### src/verilog/wdcm_params.svh
// constants of the watchdog and clock monitor block
`ifndef WDCM_PARAMS_SVH
`define WDCM_PARAMS_SVH

`define WDCM_CLK_MHZ      125
`define WDCM_BUS_DIV      4
`define WDCM_TO0_US       8192
`define WDCM_TO1_US       32768
`define WDCM_TO2_US       131070
`define WDCM_TO3_US       524500
`define WDCM_SEL_WINDOW   7'h40
`define WDCM_RST_MCYC     3
`define WDCM_CM_LIMIT_US  50

`define WDCM_SVC_ARM      8'h55
`define WDCM_SVC_FIRE     8'hAA

`define WDCM_OFS_SERVICE  8'h00
`define WDCM_OFS_OPTION   8'h04
`define WDCM_OFS_CONFIG   8'h08
`define WDCM_OFS_CAUSE    8'h0C
`define WDCM_OFS_STATUS   8'h10
`define WDCM_OFS_CLEAR    8'h14
`define WDCM_OFS_ENABLE   8'h18

`define WDCM_OPT_TSEL_LSB 0
`define WDCM_OPT_CCEN_BIT 2
`define WDCM_OPT_LOCK_BIT 3
`define WDCM_CFG_DIS_BIT  0
`define WDCM_CAU_WIN_BIT  2

`define WDCM_EV_WD        0
`define WDCM_EV_CM        1
`define WDCM_EV_BAD       2
`define WDCM_EV_W         3

`define WDCM_TSEL_RST     2'h0
`define WDCM_NV_FACTORY   1'h1

`endif

### src/verilog/wdcm_pkg.sv
// types shared by the watchdog and clock monitor block
package wdcm_pkg;
  typedef enum logic [1:0] {
    WDCM_CAUSE_EXT,
    WDCM_CAUSE_WD,
    WDCM_CAUSE_CM
  } wdcm_cause_type;

  typedef enum logic {
    WDCM_RS_IDLE,
    WDCM_RS_PULSE
  } wdcm_rst_state_type;
endpackage

### src/verilog/wdcm_nv_cell.sv
// nonvolatile storage cell for the watchdog disable bit
`timescale 1ns/100ps
`default_nettype none
`include "wdcm_params.svh"
module wdcm_nv_cell #(
  parameter int unsigned WIDTH = 1
) (
  input  wire logic             clk_i,   // block clock
  input  wire logic             we_i,    // write strobe
  input  wire logic [WIDTH-1:0] wdata_i, // value to store
  output logic      [WIDTH-1:0] rdata_o  // stored value, registered
);
  // power-up content stands for the factory state; rst_i never touches it
  logic [WIDTH-1:0] cell_r  = WIDTH'(`WDCM_NV_FACTORY);
  logic [WIDTH-1:0] rdata_r = WIDTH'(`WDCM_NV_FACTORY);

  always_ff @(posedge clk_i) begin
    if (we_i) begin
      cell_r <= wdata_i;
    end
  end

  always_ff @(posedge clk_i) begin
    rdata_r <= we_i ? wdata_i : cell_r;
  end

  assign rdata_o = rdata_r;
endmodule // wdcm_nv_cell
`default_nettype wire

### src/verilog/wdcm_clk_monitor.sv
// bus clock divider and slow or stopped clock detector
`timescale 1ns/100ps
`default_nettype none
`include "wdcm_params.svh"
module wdcm_clk_monitor #(
  parameter int unsigned LIMIT_CYC = `WDCM_CM_LIMIT_US * `WDCM_CLK_MHZ
) (
  input  wire logic clk_i,        // block clock
  input  wire logic rst_i,        // reset, sync, high
  input  wire logic osc_tick_i,   // one crystal cycle
  input  wire logic stop_clocks_i,// stop-all-clocks mode
  input  wire logic enable_i,     // monitor armed
  output logic      bus_tick_o,   // one bus clock cycle
  output logic      fail_o        // clock failure pulse
);
  logic [1:0]  div_r;
  logic        tick_r;
  logic [15:0] gap_r;
  logic        fail_r;

  // bus clock is a quarter of the crystal; stop mode freezes it
  always_ff @(posedge clk_i) begin
    if (rst_i) begin
      div_r  <= 2'h0;
      tick_r <= 1'b0;
    end else begin
      tick_r <= osc_tick_i & ~stop_clocks_i & (div_r == 2'h3);
      if (osc_tick_i & ~stop_clocks_i) begin
        div_r <= div_r + 2'h1;
      end
    end
  end

  // limit sits between the 200 kHz and 10 kHz bus periods
  always_ff @(posedge clk_i) begin
    if (rst_i || tick_r || !enable_i) begin
      gap_r  <= 16'h0000;
      fail_r <= 1'b0;
    end else begin
      fail_r <= (gap_r == 16'(LIMIT_CYC - 1));
      if (gap_r != 16'(LIMIT_CYC)) begin
        gap_r <= gap_r + 16'h0001;
      end
    end
  end

  assign bus_tick_o = tick_r;
  assign fail_o     = fail_r;
endmodule // wdcm_clk_monitor
`default_nettype wire

### src/verilog/wdcm_top.sv
// watchdog timer and clock monitor with avalon register slave
`timescale 1ns/100ps
`default_nettype none
`include "wdcm_params.svh"
module wdcm_top #(
  parameter int unsigned TO0_TICKS   = (`WDCM_TO0_US * `WDCM_CLK_MHZ) / `WDCM_BUS_DIV,
  parameter int unsigned TO1_TICKS   = (`WDCM_TO1_US * `WDCM_CLK_MHZ) / `WDCM_BUS_DIV,
  parameter int unsigned TO2_TICKS   = (`WDCM_TO2_US * `WDCM_CLK_MHZ) / `WDCM_BUS_DIV,
  parameter int unsigned TO3_TICKS   = (`WDCM_TO3_US * `WDCM_CLK_MHZ) / `WDCM_BUS_DIV,
  parameter int unsigned CM_LIMIT_CYC = `WDCM_CM_LIMIT_US * `WDCM_CLK_MHZ
) (
  input  wire logic                    clk_i,             // crystal-rate clock
  input  wire logic                    rst_i,             // reset, sync, high
  input  wire logic [7:0]              avs_address_i,     // byte address
  input  wire logic                    avs_read_i,        // read request
  input  wire logic                    avs_write_i,       // write request
  input  wire logic [31:0]             avs_writedata_i,   // write data
  input  wire logic [3:0]              avs_byteenable_i,  // byte lanes
  output logic      [31:0]             avs_readdata_o,    // read data
  output logic                         avs_waitrequest_o, // stall
  input  wire logic                    osc_tick_i,        // crystal running
  input  wire logic                    stop_clocks_i,     // stop mode
  output logic                         reset_line_o,      // reset pin value
  output logic                         reset_line_oe_o,   // reset pin drive
  output wdcm_pkg::wdcm_cause_type     vector_sel_o,      // reset vector
  output logic                         irq_o              // interrupt
);
  import wdcm_pkg::*;

  localparam int RST_CYC = `WDCM_RST_MCYC * `WDCM_BUS_DIV;

  wdcm_rst_state_type rst_state_r;
  logic [3:0]   pulse_cnt_r;
  logic         int_rst;
  logic         ack_r;
  logic [31:0]  rdata_r;
  logic         wr_go;
  logic         be0;
  logic [7:0]   wbyte;
  logic         bus_tick;
  logic         cm_fail;
  logic [6:0]   win_cnt_r;
  logic         win_open;
  logic [1:0]   tsel_r;
  logic         cc_en_r;
  logic         cc_lock_r;
  logic         cm_on;
  logic         nv_dis;
  logic         armed_r;
  logic         svc_wr;
  logic         svc_done;
  logic         bad_svc;
  logic [23:0]  wd_cnt_r;
  logic [23:0]  wd_limit;
  logic         wd_en;
  logic         wd_fail;
  logic         fail;
  wdcm_cause_type cause_r;
  logic [`WDCM_EV_W-1:0] ev;
  logic [`WDCM_EV_W-1:0] status_r;
  logic [`WDCM_EV_W-1:0] irq_en_r;
  logic         irq_r;

  assign int_rst = rst_i | (rst_state_r == WDCM_RS_PULSE);

  // one wait state on every access keeps read data registered
  assign avs_waitrequest_o = (avs_read_i | avs_write_i) & ~ack_r;
  assign wr_go = avs_write_i & ack_r;
  assign be0   = avs_byteenable_i[0];
  assign wbyte = avs_writedata_i[7:0];

  always_ff @(posedge clk_i) begin
    if (rst_i) begin
      ack_r <= 1'b0;
    end else begin
      ack_r <= (avs_read_i | avs_write_i) & ~ack_r;
    end
  end

  always_ff @(posedge clk_i) begin
    if (rst_i) begin
      rdata_r <= 32'h0000_0000;
    end else if (avs_read_i && !ack_r) begin
      rdata_r <= 32'h0000_0000;
      case (avs_address_i)
        `WDCM_OFS_OPTION: begin
          rdata_r[`WDCM_OPT_TSEL_LSB +: 2] <= tsel_r;
          rdata_r[`WDCM_OPT_CCEN_BIT]      <= cc_en_r;
          rdata_r[`WDCM_OPT_LOCK_BIT]      <= cc_lock_r;
        end
        `WDCM_OFS_CONFIG: rdata_r[`WDCM_CFG_DIS_BIT] <= nv_dis;
        `WDCM_OFS_CAUSE: begin
          rdata_r[1:0]              <= cause_r;
          rdata_r[`WDCM_CAU_WIN_BIT] <= win_open;
        end
        `WDCM_OFS_STATUS: rdata_r[`WDCM_EV_W-1:0] <= status_r;
        `WDCM_OFS_ENABLE: rdata_r[`WDCM_EV_W-1:0] <= irq_en_r;
        default: rdata_r <= 32'h0000_0000;
      endcase
    end
  end

  assign avs_readdata_o = rdata_r;

  wdcm_clk_monitor #(
    .LIMIT_CYC (CM_LIMIT_CYC)
  ) u_clk_monitor (
    .clk_i         (clk_i),
    .rst_i         (int_rst),
    .osc_tick_i    (osc_tick_i),
    .stop_clocks_i (stop_clocks_i),
    .enable_i      (cm_on),
    .bus_tick_o    (bus_tick),
    .fail_o        (cm_fail)
  );

  // select window counts bus cycles after any reset
  always_ff @(posedge clk_i) begin
    if (int_rst) begin
      win_cnt_r <= 7'h00;
    end else if (bus_tick && win_open) begin
      win_cnt_r <= win_cnt_r + 7'h01;
    end
  end

  assign win_open = (win_cnt_r < `WDCM_SEL_WINDOW);

  always_ff @(posedge clk_i) begin
    if (int_rst) begin
      tsel_r <= `WDCM_TSEL_RST;
    end else if (wr_go && be0 && avs_address_i == `WDCM_OFS_OPTION && win_open) begin
      tsel_r <= wbyte[`WDCM_OPT_TSEL_LSB +: 2];
    end
  end

  always_ff @(posedge clk_i) begin
    if (int_rst) begin
      cc_en_r <= 1'b0;
    end else if (wr_go && be0 && avs_address_i == `WDCM_OFS_OPTION) begin
      cc_en_r <= wbyte[`WDCM_OPT_CCEN_BIT];
    end
  end

  // lock can only be set; software has no way back short of a reset
  always_ff @(posedge clk_i) begin
    if (int_rst) begin
      cc_lock_r <= 1'b0;
    end else if (wr_go && be0 && avs_address_i == `WDCM_OFS_OPTION
                 && wbyte[`WDCM_OPT_LOCK_BIT]) begin
      cc_lock_r <= 1'b1;
    end
  end

  assign cm_on = cc_en_r | cc_lock_r;

  wdcm_nv_cell #(
    .WIDTH (1)
  ) u_nv_cell (
    .clk_i   (clk_i),
    .we_i    (wr_go && be0 && avs_address_i == `WDCM_OFS_CONFIG),
    .wdata_i (wbyte[`WDCM_CFG_DIS_BIT]),
    .rdata_o (nv_dis)
  );

  assign wd_en = ~nv_dis;

  assign svc_wr   = wr_go && be0 && avs_address_i == `WDCM_OFS_SERVICE;
  // a service landing inside the reset pulse is dropped, the pulse wins
  assign svc_done = svc_wr && wbyte == `WDCM_SVC_FIRE && armed_r && !int_rst;
  assign bad_svc  = svc_wr && wbyte == `WDCM_SVC_FIRE && !armed_r;

  always_ff @(posedge clk_i) begin
    if (int_rst) begin
      armed_r <= 1'b0;
    end else if (svc_wr && wbyte == `WDCM_SVC_ARM) begin
      armed_r <= 1'b1;
    end else if (svc_wr && wbyte == `WDCM_SVC_FIRE) begin
      armed_r <= 1'b0;
    end
  end

  always_comb begin
    case (tsel_r)
      2'h0:    wd_limit = 24'(TO0_TICKS);
      2'h1:    wd_limit = 24'(TO1_TICKS);
      2'h2:    wd_limit = 24'(TO2_TICKS);
      default: wd_limit = 24'(TO3_TICKS);
    endcase
  end

  always_ff @(posedge clk_i) begin
    if (int_rst || svc_done || !wd_en) begin
      wd_cnt_r <= 24'h00_0000;
    end else if (bus_tick) begin
      wd_cnt_r <= wd_cnt_r + 24'h00_0001;
    end
  end

  assign wd_fail = wd_en && bus_tick && !svc_done && !int_rst
                   && (wd_cnt_r == wd_limit - 24'h00_0001);
  assign fail = (wd_fail | cm_fail) && rst_state_r == WDCM_RS_IDLE;

  // pulse timed in crystal cycles, since the bus clock may be dead
  always_ff @(posedge clk_i) begin
    if (rst_i) begin
      rst_state_r <= WDCM_RS_IDLE;
      pulse_cnt_r <= 4'h0;
    end else begin
      case (rst_state_r)
        WDCM_RS_IDLE: begin
          if (fail) begin
            rst_state_r <= WDCM_RS_PULSE;
            pulse_cnt_r <= 4'(RST_CYC - 1);
          end
        end
        WDCM_RS_PULSE: begin
          if (pulse_cnt_r == 4'h0) begin
            rst_state_r <= WDCM_RS_IDLE;
          end else begin
            pulse_cnt_r <= pulse_cnt_r - 4'h1;
          end
        end
        default: rst_state_r <= WDCM_RS_IDLE;
      endcase
    end
  end

  assign reset_line_o    = 1'b0;
  assign reset_line_oe_o = (rst_state_r == WDCM_RS_PULSE);

  always_ff @(posedge clk_i) begin
    if (rst_i) begin
      cause_r <= WDCM_CAUSE_EXT;
    end else if (fail) begin
      cause_r <= wd_fail ? WDCM_CAUSE_WD : WDCM_CAUSE_CM;
    end
  end

  assign vector_sel_o = cause_r;

  assign ev[`WDCM_EV_WD]  = fail & wd_fail;
  assign ev[`WDCM_EV_CM]  = fail & ~wd_fail;
  assign ev[`WDCM_EV_BAD] = bad_svc;

  // a new event beats a clear landing in the same cycle
  always_ff @(posedge clk_i) begin
    if (rst_i) begin
      status_r <= `WDCM_EV_W'(0);
    end else begin
      status_r <= (status_r & ~((wr_go && be0 && avs_address_i == `WDCM_OFS_CLEAR)
                  ? wbyte[`WDCM_EV_W-1:0] : `WDCM_EV_W'(0))) | ev;
    end
  end

  always_ff @(posedge clk_i) begin
    if (rst_i) begin
      irq_en_r <= `WDCM_EV_W'(0);
    end else if (wr_go && be0 && avs_address_i == `WDCM_OFS_ENABLE) begin
      irq_en_r <= wbyte[`WDCM_EV_W-1:0];
    end
  end

  always_ff @(posedge clk_i) begin
    if (rst_i) begin
      irq_r <= 1'b0;
    end else begin
      irq_r <= |(status_r & irq_en_r);
    end
  end

  assign irq_o = irq_r;
endmodule // wdcm_top
`default_nettype wire

### config.mk
export PLATFORM = sky130hd
export DESIGN_NAME = wdcm_top
export DESIGN_NICKNAME = d
export VERILOG_FILES = /design/src/verilog/wdcm_pkg.sv /design/src/verilog/wdcm_nv_cell.sv /design/src/verilog/wdcm_clk_monitor.sv /design/src/verilog/wdcm_top.sv
export VERILOG_INCLUDE_DIRS = /design/src /design/src/verilog
export SDC_FILE = /design/constraint.sdc
export NUM_CORES = 1
export LEC_CHECK = 0
export BUFFER_PORTS_ARGS = -buffer_cell sky130_fd_sc_hd__buf_4
export CORE_AREA = 2 2 105 76
export DETAILED_ROUTE_END_ITERATION = 10
export DIE_AREA = 0 0 107 78
export PLACE_DENSITY = 0.79
export SLEW_MARGIN = 40
export SYNTH_ARGS = -nofsm -noshare
export SYNTH_HDL_FRONTEND = slang
export SYNTH_SLANG_ARGS = --single-unit
### constraint.sdc
create_clock -name clk_i -period 7.3 [get_ports clk_i]
set_clock_uncertainty 0.2 [all_clocks]
set_input_delay 0.365 -clock clk_i [delete_from_list [all_inputs] [get_ports clk_i]]
set_output_delay 0.365 -clock clk_i [all_outputs]
set_load 0.02 [all_outputs]
==> results.json <==
{
  "post_cts_buffers": 0,
  "setup.worst_path.class": "reg -> reg",
  "clk_latency_ps": 340,
  "synth_async_sr_flop_share": 0,
  "area_delta_synth_final_pct": 11.72,
  "hp-start": "avs_writedata_i[0]",
  "holdPathStages": 1,
  "crit_path_max_fanout": 10,
  "cts.repair.resized": 0,
  "grt_pass1_vias": 2855,
  "grt_first_pass_wirelength_mm": 13.15,
  "vdd_drop_max_v": 0.0001184,
  "post_drt_wl_per_cell_um": 13.03,
  "antenna_left": 0,
  "mostFrequentLayoutCell": "dfxtp_1",
  "worstPathArrival_ps": 3350,
  "multiInputGateArea_um2": 2147,
  "port_buffers": 31,
  "syn_area_per_cell_um2": 8.341,
  "worst-endpoint-required_ps": 7330,
  "ff_latch_area_um2": 1531,
  "placed_cell_area_um2": 4118,
  "layout.nets": 562,
  "hold_violations": 0,
  "period_needed_ps": 3320,
  "clock.fmax_mhz": 301.2,
  "setup_violations": 0,
  "powerDensity_nw_per_um2": 200.4,
  "clk_path_buf_depth": 2,
  "drc": 0,
  "final_cell_mix": "dfxtp_1 (75), nor2_1 (72), xnor2_1 (36)",
  "path_cells": "inv_1 -> ha_1 -> xor2_1 -> or4_1 -> or4_1 -> or4_1 -> nor4b_1",
  "cp_top_family": "simple AND/OR/NAND/NOR gates",
  "outcome": "finished clean",
  "num-fill-cells": 613,
  "worstReg2RegStart": "tsel_r[1]",
  "grt_antenna_before_repair": 0,
  "grt_max_degree": 26,
  "endpoint_kind": "register",
  "setup_tns_ps": 0,
  "die_area_um2": 8346,
  "row_count": 26,
  "hold_class": "in -> reg",
  "final.period_utilization": 0.4548,
  "drt-initial-drc-count": 183,
  "netlist.area_leader.share": 0.3822,
  "num_antenna_cells": 0,
  "fp.coreArea_um2": 7254,
  "synth_area_um2": 3929,
  "via_per_inst": 5.273,
  "p_leak_nw": 1.605,
  "yosysWarnings": 0,
  "io_pins": 88,
  "reg2reg_depth": 7,
  "power_w": 0.0008797,
  "max_cap_viol_count": 0,
  "tritoncts": "built",
  "synth_edf_count": 1,
  "routed_wl_mm": 7.834,
  "ctsHtreeMaxLevel": 3,
  "cp_common_cell": "or4_1",
  "root_buffer": "clkbuf_8",
  "chipWidth_um": 107,
  "grt_util_all_layers": 0.1969,
  "path_clk_slew_ps": 80,
  "hpwl_mm": 5.638,
  "gp_congestion": 0.8508,
  "syn_inst": 471,
  "cp-start-kind": "register",
  "synth-seq-area-share": 0.3898,
  "synth_seq_cells": 76,
  "min_to": "u_nv_cell.rdata_o",
  "drv_slew": 0,
  "synth_top_flop_cell": "dfxtp_1",
  "critPathBufInv": 1,
  "crit_path_max_incr_delay_ps": 590,
  "cts_buffers": 9,
  "ctsHoldBuffers": 0,
  "dr_total_vias": 3169,
  "design_area_um2": 4389,
  "ff2ff_setup_slack_ps": 3980,
  "grt_setup_unrepaired": "no",
  "slew_headroom": 0.6184,
  "synth_top_cell_by_area": "dfxtp_1",
  "drive_above_1_share": 0.09940,
  "r2r_end": "pulse_cnt_r[2]",
  "worst_pin_slew_ps": 572.3,
  "first_pass_iters": 4,
  "critPathSlowestCell": "or4_1",
  "die_h_um": 78,
  "cts_sinks": 76,
  "gr-total-overflow": 0,
  "initial_core_util": 0.5416,
  "synth_cell_types": 45,
  "synthTopCellsByArea": "dfxtp_1 (38%), xnor2_1 (8.0%), nor2_1 (6.9%)"
}
[synthesized netlist by cell type, types with 2 or more instances]
library cell  number
nor4b_1            5
nand2_1           32
inv_1             22
o22ai_1            5
nand3b_1           2
ha_1              14
nor3b_1            2
clkbuf_1          13
a22o_1             2
mux2i_1           10
and3_1             6
nor4bb_1           2
or2_2              2
nand4_1           14
xnor2_1           36
a21oi_1           15
nor2b_1            5
xor2_1            13
or4_1              7
o21ai_0           12
nor4_1             9
a31oi_1            3
nand2b_1           7
nor2_1            72
or3_1              8
dfxtp_1           75
o2bb2ai_1          2
nor3_1            16
nand3_1           15
buf_4             30
[kinds of logic (layout without fill, tap and decap cells)]
group | after synthesis | count (layout) | share of synthesized area
mux | 11 | 11 | 0.02834
xor+xnor | 49 | 49 | 0.1092
fa+ha+maj | 14 | 14 | 0.04459
simple gates | 207 | 207 | 0.2634
buf+inv | 66 | 70 | 0.09204
other cells | 1 | 29 | 0.0009545
compound gates | 47 | 47 | 0.07166
flops | 76 | 76 | 0.3898
[area by class of cell]
class,count,share of cell area
Multi-Input combinational cell,357,0.4892
Sequential cell,76,0.3489
Timing Repair Buffer,32,0.05473
Clock buffer,12,0.03307
Tap cell,98,0.02794
Clock inverter,4,0.02737
Inverter,22,0.01881
[sequential cells by signal (all words and copies together) (netlist names)]
signal                    count
u_clk_monitor.gap_r          16
irq_en_r                      3
avs_readdata_o                4
cc_en_r                       1
u_clk_monitor.fail_o          1
reset_line_oe_o               1
ack_r                         1
u_nv_cell.rdata_o             1
win_cnt_r                     7
vector_sel_o                  2
irq_o                         1
wd_cnt_r                     24
armed_r                       1
tsel_r                        2
u_clk_monitor.div_r           2
cc_lock_r                     1
status_r                      3
pulse_cnt_r                   4
u_clk_monitor.bus_tick_o      1
[worst max-delay path by stage]
stage | startpoint | to | slack [ps] | depth (start not counted)
6_report | tsel_r[1] | pulse_cnt_r[2] | 3980 | 7
5_1_grt | tsel_r[1] | pulse_cnt_r[2] | 3830 | 7
4_1_cts | tsel_r[1] | pulse_cnt_r[2] | 3980 | 7
3_5_place_dp | tsel_r[1] | pulse_cnt_r[2] | 4010 | 7
3_3_place_gp | tsel_r[1] | pulse_cnt_r[2] | 4060 | 7
2_1_floorplan | tsel_r[1] | pulse_cnt_r[2] | 4380 | 8
[routing by layer]
metal,vias to the layer above,track usage,part of all wire
li1,1602,-,-
met4,0,0.06234,0.0094
met3,8,0.05462,0.061
met2,95,0.3025,0.43
met1,1464,0.2682,0.50
met5,-,0,0
[power by group]
group          leakage [nW]  switching, W  internal (W)
Sequential            0.613   0.000000995      0.000416
Clock                 0.131      0.000148      0.000272
Combinational         0.860     0.0000292     0.0000137
[stage by stage]
step	utilization	hold WS, ps	setup slack [ps]	std cells
floorplan	-	242.0	4377	499
global placement	0.5676	247.7	4061	585
detailed placement	0.5676	254.5	4007	585
CTS	0.6042	33.72	3977	601
global route	0.6050	37.88	3832	601
finish	0.6050	49.74	3980	601
(Power assumes the default switching activity.)
